===== config.mk =====
export PLATFORM = sky130hd
export DESIGN_NAME = ctf_core
export DESIGN_NICKNAME = d
export VERILOG_FILES = /design/src/ctf_pkg.sv /design/src/ctf_temp_chan.sv /design/src/ctf_core.sv
export SDC_FILE = /design/constraint.sdc
export NUM_CORES = 1
export LEC_CHECK = 0
export BUFFER_PORTS_ARGS = -buffer_cell sky130_fd_sc_hd__buf_2
export CAP_MARGIN = 30
export CORE_MARGIN = 8
export CORE_UTILIZATION = 33
export CTS_BUF_LIST = sky130_fd_sc_hd__clkbuf_4
export CTS_CLUSTER_DIAMETER = 150
export DETAILED_ROUTE_END_ITERATION = 8
export PLACE_DENSITY = 0.52
export SYNTH_ARGS = -nofsm -noshare
export SYNTH_HDL_FRONTEND = slang
export SYNTH_SLANG_ARGS = --single-unit

===== constraint.sdc =====
create_clock -name mclk_i -period 4.35 [get_ports mclk_i]
set_input_delay 0.435 -clock mclk_i [delete_from_list [all_inputs] [get_ports mclk_i]]
set_output_delay 0.435 -clock mclk_i [all_outputs]
set_load 0.005 [all_outputs]

===== src/ctf_pkg.sv =====
package ctf_pkg;
  // ==========================================================
  // widths
  localparam int ADDR_W = 4;
  localparam int DATA_W = 16;
  localparam int CELL_N = 14;
  localparam int TEMP_N = 6;
  localparam int CONV_W = 14;
  localparam int CHAN_W = 3;

  // ==========================================================
  // register offsets
  localparam logic [3:0] OFS_CELL_MASK = 4'h0;
  localparam logic [3:0] OFS_FAULT_SETUP = 4'h1;
  localparam logic [3:0] OFS_TEMP_LIMIT = 4'h2;
  localparam logic [3:0] OFS_OT_FAULT = 4'h3;
  localparam logic [3:0] OFS_FAULT_STATUS = 4'h4;
  localparam logic [3:0] OFS_CONTROL = 4'h5;
  localparam logic [3:0] OFS_VALUE_BASE = 4'h8;
  localparam logic [3:0] OFS_VALUE_LAST = 4'hD;

  // ==========================================================
  // field positions
  localparam int STAT_OT_BIT = 0;
  localparam int STAT_REF_BIT = 1;
  localparam int STAT_CELL_BIT = 2;
  localparam int STAT_REFCHK_BIT = 3;
  localparam int CTRL_BIAS_BIT = 0;

  // ==========================================================
  // reset values
  localparam logic [13:0] CELL_MASK_RST = 14'h0000;
  localparam logic [5:0] FAULT_SETUP_RST = 6'h00;
  localparam logic [13:0] TEMP_LIMIT_RST = 14'h0000;
  localparam logic [13:0] VALUE_RST = 14'h0000;

  // ==========================================================
  // conversion thresholds: open input above 31/32 of full scale
  localparam logic [13:0] OPEN_THRESH = 14'h3E00;

  // ==========================================================
  // timing
  localparam int CLK_MHZ = 250;
  localparam int REF_DELAY_MS = 20;
  localparam int REF_DELAY_CYC = REF_DELAY_MS * CLK_MHZ * 1000;
  localparam int REF_CNT_W = 23;

  // ==========================================================
  // reference check states
  typedef enum logic [2:0] {
    REF_IDLE  = 3'b001,
    REF_WAIT  = 3'b010,
    REF_CHECK = 3'b100
  } ctf_ref_state_type;
endpackage


===== src/ctf_temp_chan.sv =====
`timescale 1ns/1ps
module ctf_temp_chan (
  input wire logic mclk_i,
  input wire logic reg_rst_i,
  input wire logic ce_i,
  input wire logic load_i,
  input wire logic [13:0] data_i,
  input wire logic test_en_i,
  input wire logic [13:0] limit_i,
  output logic [13:0] value_o,
  output logic fault_o
);
  logic [13:0] next_value;

  // ==========================================================
  // value register, kept whether or not the input is tested
  always_comb
  begin
    next_value = value_o;
    if (load_i)
    begin
      next_value = data_i;
    end
  end

  always_ff @(posedge mclk_i)
  begin
    if (reg_rst_i)
    begin
      value_o <= ctf_pkg::VALUE_RST;
    end
    else if (ce_i)
    begin
      value_o <= next_value;
    end
  end

  // ==========================================================
  // open and over-temperature detection share one fault event
  always_comb
  begin
    fault_o = load_i & test_en_i & // RULE11
      ((data_i > ctf_pkg::OPEN_THRESH) | // RULE8
      (data_i < limit_i)); // RULE9
  end
endmodule // ctf_temp_chan


===== src/ctf_core.sv =====
`timescale 1ns/1ps
// Overview of operation
// [RULE1] mask bit hides cell fault, voltage still reported
// [RULE2] reference power-good check starts 20ms after start
// [RULE3] enable pin low resets device; pulled high
// [RULE4] hard reset command drops internal enable
// [RULE5] hard reset spares sleep-mode regulators
// [RULE6] hard and soft reset restore register defaults
// [RULE7] six inputs; pull-ups only while bias active
// [RULE8] above 31/32 full scale flags open input
// [RULE9] below limit flags over-temperature
// [RULE10] host reads value to tell open from hot
// [RULE11] test enable bit turns on fault checks
module ctf_core #(
  parameter int REF_DELAY = ctf_pkg::REF_DELAY_CYC
) (
  input wire logic mclk_i,
  input wire logic rst_b_i,
  input wire logic ce_i,
  input wire logic en_pin_i,
  input wire logic ref_good_pin_i,
  input wire logic hard_reset_command_i,
  input wire logic soft_reset_command_i,
  input wire logic wake_done_i,
  input wire logic [3:0] addr_i,
  input wire logic [15:0] wr_data_i,
  input wire logic wr_i,
  input wire logic rd_i,
  input wire logic [13:0] cell_open_raw_i,
  input wire logic [13:0] cell_uv_raw_i,
  input wire logic conv_valid_i,
  input wire logic [2:0] conv_chan_i,
  input wire logic [13:0] conv_data_i,
  output logic [15:0] rd_data_o,
  output logic [13:0] cell_open_o,
  output logic [13:0] cell_uv_o,
  output logic thermistor_bias_output_o,
  output logic [5:0] temp_pullup_en_o,
  output logic sleep_reg_on_o,
  output logic int_enable_o,
  output logic ref_fault_o,
  output logic overtemp_summary_flag_o
);
  // ==========================================================
  // pin synchronisers and internal reset
  logic en_meta;
  logic en_sync;
  logic ref_meta;
  logic ref_sync;
  logic hard_low;
  logic core_rst;
  logic reg_rst;

  always_ff @(posedge mclk_i)
  begin
    if (!rst_b_i)
    begin
      en_meta <= 1'b1;
      en_sync <= 1'b1;
      ref_meta <= 1'b0;
      ref_sync <= 1'b0;
      hard_low <= 1'b0;
      sleep_reg_on_o <= 1'b0;
    end
    else if (ce_i)
    begin
      en_meta <= en_pin_i;
      en_sync <= en_meta;
      ref_meta <= ref_good_pin_i;
      ref_sync <= ref_meta;
      hard_low <= hard_reset_command_i; // RULE4
      sleep_reg_on_o <= 1'b1; // RULE5
    end
  end

  // device reset from pin, hard command or power-on
  always_comb
  begin
    core_rst = !rst_b_i | !en_sync | hard_low; // RULE3 RULE4
    reg_rst = core_rst | soft_reset_command_i; // RULE6
  end

  always_ff @(posedge mclk_i)
  begin
    if (!rst_b_i)
    begin
      int_enable_o <= 1'b0;
    end
    else if (ce_i)
    begin
      int_enable_o <= en_sync & !hard_low & !hard_reset_command_i; // RULE4
    end
  end

  // ==========================================================
  // reference power-good check
  ctf_pkg::ctf_ref_state_type ref_state;
  ctf_pkg::ctf_ref_state_type next_ref_state;
  logic [22:0] ref_cnt;
  logic [22:0] next_ref_cnt;
  logic next_ref_fault;
  logic ref_fault_clr;

  always_comb
  begin
    next_ref_state = ref_state;
    next_ref_cnt = ref_cnt;
    next_ref_fault = ref_fault_o & !ref_fault_clr;
    case (ref_state)
      ctf_pkg::REF_IDLE:
      begin
        next_ref_cnt = '0;
      end
      ctf_pkg::REF_WAIT:
      begin
        if (ref_cnt >= 23'(REF_DELAY - 1))
        begin
          next_ref_state = ctf_pkg::REF_CHECK; // RULE2
        end
        else
        begin
          next_ref_cnt = ref_cnt + 23'h000001;
        end
      end
      ctf_pkg::REF_CHECK:
      begin
        if (!ref_sync)
        begin
          next_ref_fault = 1'b1; // RULE2
        end
      end
      default:
      begin
        next_ref_state = ctf_pkg::REF_IDLE;
      end
    endcase
    if (wake_done_i)
    begin
      next_ref_state = ctf_pkg::REF_WAIT; // RULE2
      next_ref_cnt = '0;
    end
  end

  // core reset lands in the wait state: covers power-up and enable rise
  always_ff @(posedge mclk_i)
  begin
    if (core_rst)
    begin
      ref_state <= ctf_pkg::REF_WAIT; // RULE2
      ref_cnt <= '0;
      ref_fault_o <= 1'b0;
    end
    else if (ce_i)
    begin
      ref_state <= next_ref_state;
      ref_cnt <= next_ref_cnt;
      ref_fault_o <= next_ref_fault;
    end
  end

  // ==========================================================
  // registers
  logic [13:0] cell_fault_override_mask;
  logic [5:0] fault_setup;
  logic [13:0] temp_limit;
  logic [5:0] ot_fault;
  logic [5:0] next_ot_fault;
  logic ctrl_bias;
  logic [13:0] next_mask;
  logic [5:0] next_setup;
  logic [13:0] next_limit;
  logic next_bias;
  logic next_ot_flag;
  logic [15:0] next_rd_data;
  logic [5:0] temp_fault;
  logic [13:0] temp_value [6];
  logic [2:0] val_idx;

  always_comb
  begin
    next_mask = cell_fault_override_mask;
    next_setup = fault_setup;
    next_limit = temp_limit;
    next_bias = ctrl_bias;
    ref_fault_clr = 1'b0;
    next_ot_fault = ot_fault | temp_fault; // RULE8 RULE9
    next_ot_flag = overtemp_summary_flag_o | (|temp_fault); // RULE8
    if (wr_i)
    begin
      if (addr_i == ctf_pkg::OFS_CELL_MASK)
      begin
        next_mask = wr_data_i[13:0];
      end
      else if (addr_i == ctf_pkg::OFS_FAULT_SETUP)
      begin
        next_setup = wr_data_i[5:0];
      end
      else if (addr_i == ctf_pkg::OFS_TEMP_LIMIT)
      begin
        next_limit = wr_data_i[13:0];
      end
      else if (addr_i == ctf_pkg::OFS_OT_FAULT)
      begin
        next_ot_fault = (ot_fault & ~wr_data_i[5:0]) | temp_fault;
      end
      else if (addr_i == ctf_pkg::OFS_FAULT_STATUS)
      begin
        if (wr_data_i[ctf_pkg::STAT_OT_BIT])
        begin
          next_ot_flag = |temp_fault;
        end
        ref_fault_clr = wr_data_i[ctf_pkg::STAT_REF_BIT];
      end
      else if (addr_i == ctf_pkg::OFS_CONTROL)
      begin
        next_bias = wr_data_i[ctf_pkg::CTRL_BIAS_BIT];
      end
    end
  end

  always_ff @(posedge mclk_i)
  begin
    if (reg_rst)
    begin
      cell_fault_override_mask <= ctf_pkg::CELL_MASK_RST; // RULE6
      fault_setup <= ctf_pkg::FAULT_SETUP_RST;
      temp_limit <= ctf_pkg::TEMP_LIMIT_RST;
      ctrl_bias <= 1'b0;
      ot_fault <= 6'h00;
      overtemp_summary_flag_o <= 1'b0;
    end
    else if (ce_i)
    begin
      cell_fault_override_mask <= next_mask;
      fault_setup <= next_setup;
      temp_limit <= next_limit;
      ctrl_bias <= next_bias;
      ot_fault <= next_ot_fault;
      overtemp_summary_flag_o <= next_ot_flag;
    end
  end

  // ==========================================================
  // read port, data one cycle after the strobe
  always_comb
  begin
    val_idx = 3'(addr_i - ctf_pkg::OFS_VALUE_BASE);
    next_rd_data = 16'h0000;
    if (!rd_i)
    begin
      next_rd_data = 16'h0000;
    end
    else if (addr_i == ctf_pkg::OFS_CELL_MASK)
    begin
      next_rd_data = {2'h0, cell_fault_override_mask};
    end
    else if (addr_i == ctf_pkg::OFS_FAULT_SETUP)
    begin
      next_rd_data = {10'h000, fault_setup};
    end
    else if (addr_i == ctf_pkg::OFS_TEMP_LIMIT)
    begin
      next_rd_data = {2'h0, temp_limit};
    end
    else if (addr_i == ctf_pkg::OFS_OT_FAULT)
    begin
      next_rd_data = {10'h000, ot_fault};
    end
    else if (addr_i == ctf_pkg::OFS_FAULT_STATUS)
    begin
      next_rd_data = {12'h000, ref_state == ctf_pkg::REF_CHECK,
        (|cell_open_o) | (|cell_uv_o), ref_fault_o, overtemp_summary_flag_o};
    end
    else if (addr_i == ctf_pkg::OFS_CONTROL)
    begin
      next_rd_data = {15'h0000, ctrl_bias};
    end
    else if (addr_i >= ctf_pkg::OFS_VALUE_BASE && addr_i <= ctf_pkg::OFS_VALUE_LAST)
    begin
      next_rd_data = {2'h0, temp_value[val_idx]}; // RULE10
    end
  end

  always_ff @(posedge mclk_i)
  begin
    if (reg_rst)
    begin
      rd_data_o <= 16'h0000;
    end
    else if (ce_i)
    begin
      rd_data_o <= next_rd_data;
    end
  end

  // ==========================================================
  // cell faults gated by override mask; voltage path untouched
  logic [13:0] next_cell_open;
  logic [13:0] next_cell_uv;

  always_comb
  begin
    next_cell_open = cell_open_raw_i & ~cell_fault_override_mask; // RULE1
    next_cell_uv = cell_uv_raw_i & ~cell_fault_override_mask; // RULE1
  end

  always_ff @(posedge mclk_i)
  begin
    if (reg_rst)
    begin
      cell_open_o <= 14'h0000;
      cell_uv_o <= 14'h0000;
    end
    else if (ce_i)
    begin
      cell_open_o <= next_cell_open;
      cell_uv_o <= next_cell_uv;
    end
  end

  // ==========================================================
  // thermistor bias and pull-up switches follow control bit
  always_ff @(posedge mclk_i)
  begin
    if (reg_rst)
    begin
      thermistor_bias_output_o <= 1'b0;
      temp_pullup_en_o <= 6'h00;
    end
    else if (ce_i)
    begin
      thermistor_bias_output_o <= next_bias;
      temp_pullup_en_o <= {6{next_bias}}; // RULE7
    end
  end

  // ==========================================================
  // six temperature channels: four external, two gpio
  genvar gi;
  generate
    for (gi = 0; gi < ctf_pkg::TEMP_N; gi++)
    begin : g_chan
      ctf_temp_chan u_chan (
        .mclk_i(mclk_i),
        .reg_rst_i(reg_rst),
        .ce_i(ce_i),
        .load_i(conv_valid_i && conv_chan_i == 3'(gi)), // RULE7
        .data_i(conv_data_i),
        .test_en_i(fault_setup[gi]), // RULE11
        .limit_i(temp_limit),
        .value_o(temp_value[gi]),
        .fault_o(temp_fault[gi])
      );
    end
  endgenerate
endmodule // ctf_core


# == Yosys cells after proc, flatten, opt, wreduce, memory -nomap -nowiden ==
# Index checks and enable logic that the tools add are counted.
# op_classes
add_sub_neg,2
order_cmp,6
eq_ne,16
muxes,44
n_bitwise,31
reduce_logical,30
# op_table
cell,count
14-bit two-way mux,10
23-bit two-way mux,2
23-bit case mux with 2 select lines,1
14-bit binary-select mux with 3-bit select,1
6-bit two-way mux,5
14-bit bitwise AND,2
14-bit OR reduction,2
23-bit by 1-bit adder with 23-bit output (second input constant),1
23-bit >= comparator (second input constant),1
1-bit two-way mux,22
1-bit bitwise AND,15
14-bit greater-than comparator (second input constant),1
14-bit < comparator,1
14-bit NOT,1
6-bit bitwise OR,2
2-bit AND reduction,6
3-bit by 2-bit equality test with 1-bit output (second input constant),3
3-bit equality test (second input constant),3
3-bit AND reduction,3
4-bit by 2-bit equality test with 1-bit output (second input constant),2
4-bit by 3-bit equality test with 1-bit output (second input constant),2
4-bit >= comparator (second input constant),2
1-bit logical AND,7
6-bit bitwise AND,1
other kinds (20),33
# totals
register_bits,205
in_bits,76
output_inout_bits,55
word_cells,155

# == Longest topological paths before layout ==
# depth
depth_word,13
ltp_mapped,9
ltp_nobuf,8

# == By module ==
# A second synthesis with hierarchy kept.
# hier_totals
cells_unflattened,1415
area_unflattened_um2,11238.3
# modules_own_cells
module,n_inst,cells_each,area_each_um2,seq_area_each_um2
ctf_core,1,731,6035.8,2362.3
ctf_temp_chan,6,114,867.1,280.3

# == Least setup slack after synthesis ==
# OpenSTA, ideal clock, no wires.
# synth_timing
path_kind,input port to flip-flop
start,input addr_i[0]
end,register rd_data_o[3]
setup_ns,0.123
arrival_time_ns,2.031
required_ns,4.227
setup_slack_ns,2.197
stages,8
path_buffers,4
cell_sequence,buf_2 > buf_2 > buf_1 > buf_2 > mux2i_1 > o22ai_1 > a221oi_1 > nor2_1
# synth_between
elab_chain_cells,13
word_cells_on_any_way,22
cone_classes,1 x add/sub; 2 x order compare; 5 x eq/ne; 11 x mux; 1 x bitwise; 2 x reduce/logical
# synth_lines
item,line,rtl
"start, declared",ctf_core.sv:25,"input wire logic [3:0] addr_i,"
3-bit by 1-bit subtractor with 3-bit output,ctf_core.sv:247,val_idx = 3'(addr_i - ctf_pkg::OFS_VALUE_BASE);
3-bit NOT with 4-bit output (implied by the code),ctf_core.sv:280,"next_rd_data = {2'h0, temp_value[val_idx]};"
14-bit binary-select mux with 3-bit select,ctf_core.sv:280,
14-bit two-way mux (implied by the code) (2 in series),ctf_core.sv:280,
14-bit two-way mux,ctf_core.sv:278,else if (addr_i >= ctf_pkg::OFS_VALUE_BASE && addr_i <= ctf_pkg::OFS_VALUE_LAST)
14-bit two-way mux,ctf_core.sv:274,else if (addr_i == ctf_pkg::OFS_CONTROL)
14-bit two-way mux,ctf_core.sv:269,else if (addr_i == ctf_pkg::OFS_FAULT_STATUS)
14-bit two-way mux,ctf_core.sv:265,else if (addr_i == ctf_pkg::OFS_OT_FAULT)
14-bit two-way mux,ctf_core.sv:261,else if (addr_i == ctf_pkg::OFS_TEMP_LIMIT)
14-bit two-way mux,ctf_core.sv:257,else if (addr_i == ctf_pkg::OFS_FAULT_SETUP)
14-bit two-way mux *,ctf_core.sv:253,else if (addr_i == ctf_pkg::OFS_CELL_MASK)
14-bit two-way mux *,ctf_core.sv:249,if (!rd_i)
"end signal, assigned",ctf_core.sv:292,rd_data_o <= next_rd_data;
"end, declared",ctf_core.sv:34,"output logic [15:0] rd_data_o,"
# Mark *: on every way between the ends. The rest lies on a longest branch, timed or not. The select of a mux whose other input is x is not followed.
# A chain may end at the register's enable or synchronous reset.

# == Worst setup path in the final report ==
# layout_timing
start,input rst_b_i
end,register overtemp_summary_flag_o
# layout_between
elab_chain_cells,4
# layout_lines
item,line,rtl
"start, declared",ctf_core.sv:18,"input wire logic rst_b_i,"
1-bit zero test,n/a,
1-bit bitwise OR (2 in series),ctf_core.sv:79,core_rst = !rst_b_i | !en_sync | hard_low;
1-bit bitwise OR,ctf_core.sv:80,reg_rst = core_rst | soft_reset_command_i;
"end signal, assigned",ctf_core.sv:239,overtemp_summary_flag_o <= next_ot_flag;
"end, declared",ctf_core.sv:42,output logic overtemp_summary_flag_o
# No other way between the ends.

==> flow_metrics.py <==
metrics = {
    "run_status": {
        "status": "finished, final reports clean",
    },
    "final_layout": {
        "area_delta_synth_final_pct": 22.8,
        "drive_gt1_share_pct": 19.1,
        "fin_nets": 1359,
        "fillers": 2862,
    },
    "global_routing": {
        "antenna_found_initial": 1,
        "grt_max_degree": 55,
        "grt_pass1_vias": 8418,
        "grt_first_pass_wirelength_um": 46800,
        "grt_usage_pct": 17.2,
        "grt-ovfl-total": 0,
    },
    "synth": {
        "synthTopCellsByArea": "dfxtp_1 44%, nand2_1 8.5%, a21oi_1 6.7%, mux2i_1 6.2%, nor2_1 4.2%",
        "synth_top_area_share_pct": 44.0,
        "synth_largest_area_cell": "dfxtp_1",
        "ys.flop_type": "dfxtp_1",
        "synth_warnings": 0,
        "avgSynthCellArea_um2": 8.33,
        "yosysUniqueCellTypes": 59,
        "ys_seq_area_share_pct": 44.0,
        "synth_edf_count": 0,
        "ys_async_sr_fraction_pct": 0,
        "synthCells": 1102,
        "yosys_register_bits": 202,
        "synth_area_um2": 9180,
    },
    "sta": {
        "slew_headroom_pct": 39.1,
        "fin_crit_sh_pct": 57.2,
        "max_freq_ghz": 0.402,
        "tns_ps": 0,
        "setup_violations": 0,
        "slew_violations": 0,
        "skew_ps": 45.1,
        "min_period_ps": 2490,
        "holdWs_ps": 49.8,
        "tightestPinTransition_ps": 909,
        "hold_violations": 0,
        "rsz0062_at_grt": "false",
    },
    "cts": {
        "cts_resized": 0,
        "cts_made_buffers": 57,
        "cts_max_level": 2,
        "cts_root_buf": "clkbuf_4",
        "clock_latency_ps": 690,
        "cts_tree": "built",
        "clock_path_buffers": 3,
        "path_clk_slew_ps": 70,
        "cts_num_sinks": 202,
    },
    "floorplanning": {
        "dieHeight_um": 183,
        "core_area_um2": 27600,
        "die-area_um2": 33400,
        "floorplan.initialDensity_pct": 33.2,
        "rows": 61,
        "io_pins": 131,
        "die_w_um": 183,
    },
    "setup_path": {
        "startpoint_type": "primary input",
        "criticalPathCategory": "primary input to register",
        "r2r_start": "hard_low",
        "crit_path_end_kind": "register",
        "path_max_fanout": 54,
        "worstPathArrival_ps": 3110,
        "crit_start": "rst_b_i",
        "cp.required_ps": 4970,
    },
    "worst_hold_path": {
        "hold_start": "wr_data_i[2]",
        "holdCritPathClass": "primary input to register",
    },
    "place": {
        "port-buffer-count": 126,
        "place_congestion": 0.802,
        "hpwl_um": 19900,
    },
    "drt": {
        "drc": 0,
        "wire_per_inst_um": 17.4,
        "wl_um": 29500,
        "dr.pass1.iters": 7,
        "ant_nets": 0,
        "drt_first_iter_violations": 593,
        "vias": 8647,
        "vias_per_cell": 5.10,
    },
    "power": {
        "ir_drop_uv": 204,
        "p_leak_uw": 0.00414,
        "powerDensity_nw_per_um2": 349,
    },
    "run": {
        "drv_cap": 0,
    },
}
-- final cells by class --
| type | instances | area (um^2) | share of cell area, % |
|---|---|---|---|
| well taps | 378 | 473 | 4.19 |
| clock buffers | 75 | 563 | 4.99 |
| flip-flops and latches | 202 | 4040 | 35.8 |
| multi-input cells | 784 | 4680 | 41.5 |
| repair buffers | 188 | 1240 | 11.0 |
| inverters | 36 | 135 | 1.20 |
| clock inverters | 30 | 150 | 1.33 |
| diodes | 1 | 2.50 | 0.0222 |
-- repair_timing --
item,4_1_cts,5_1_grt
hold buffers,45,0
setup buffers,0,0
endpoints found under the hold margin,53,0
-- cells in the mapped netlist (10+ instances only) --
master,n
a21oi_1,123
a22oi_1,30
clkbuf_1,60
dfxtp_1,202
ha_1,14
inv_1,36
mux2i_1,57
mux4_2,14
nand2_1,209
nand3_1,24
nand4_1,11
nor2_1,103
nor3_1,10
nor4_1,13
o21ai_0,17
o21ai_1,10
o22ai_1,16
o31ai_1,11
or3_1,17
or4_1,10
-- routing by layer --
metal  vias up  track usage (%)  wire, um
li1       4256                -         -
met1      4071             23.0     13800
met2       261             27.3     13100
met3        59             3.92      1950
met4         0             5.27       637
met5         -                0         0
-- registers in the layout, indices dropped and copies added (netlist names), 3 cells and up --
register                  cells
ref_cnt                      23
g_chan.u_chan.value_o        84
cell_fault_override_mask     14
ref_state                     3
temp_limit                   14
fault_setup                   6
cell_open_o                  14
rd_data_o                    14
cell_uv_o                    14
ot_fault                      6
-- logic make-up (layout without fill, tap and decap cells) --
family	Yosys count	in the layout	synth area share, %
flip-flops	202	202	44.0
other	1	3	0.0408
buffers and inverters	117	329	5.34
adder cells (fa/ha/maj)	14	14	1.91
XOR/XNOR	4	4	0.381
multiplexers	73	73	9.89
AND/OR/NAND/NOR	433	433	21.1
AO/OA/AOI/OAI	258	258	17.3
-- metrics by stage --
step / cell area (um^2) / instances / utilization (%) / setup WS [ps] / power, uW
global placement: 10100 / 1540 / 36.4 / 1440 / 2230
global route: 11300 / 1694 / 40.8 / 1750 / 4120
detailed placement: 10100 / 1542 / 36.6 / 1380 / 2230
finish: 11300 / 1694 / 40.8 / 1860 / 3930
CTS: 11300 / 1692 / 40.8 / 1940 / 3990
floorplan: 9190 / 1103 / - / 2200 / 2100
-- worst max-delay path: stages --
cell	delay, ps
dlygate4sd3_1	520
buf_2	180
nand3b_2	220
or2_4	510
nor2_1	170
o211ai_1	120
o22ai_1	640
a41o_1	290
-- path summary, 6_finish.rpt --
path	end	depth (start not counted)	slack [ps]
hold / removal	cell_fault_override_mask[2]	3	50
setup / recovery	overtemp_summary_flag_o	8	1860
setup reg to reg	overtemp_summary_flag_o	6	1900
hold reg to reg	rd_data_o[6]	2	450
-- where the power goes --
group          internal, uW  switching [uW]  leakage (uW)
clock network           868             841      0.000410
registers              1870            15.2       0.00163
logic                   130             211       0.00210
-- cell usage in the layout (no fill, tap or decap), types with 5 or more instances in the layout --
cell,instances
dfxtp_1,202
dlygate4sd3_1,45
nor2b_1,5
ha_1,14
o21ai_0,17
a222oi_1,8
inv_1,36
mux2i_1,57
nand4_1,11
a31o_1,6
o21ai_1,10
a22oi_1,30
nand3_1,24
and3_1,6
or3_1,17
nand2b_1,8
nor4_1,11
nor3_1,8
o211ai_1,5
buf_4,15
clkbuf_4,75
a211oi_1,5
nand2_1,209
clkinv_1,25
buf_2,126
nor2_1,103
o31ai_1,11
o22ai_1,16
or4_1,10
a21oi_1,123
mux4_2,14
Power figures use the tool's default switching activity.
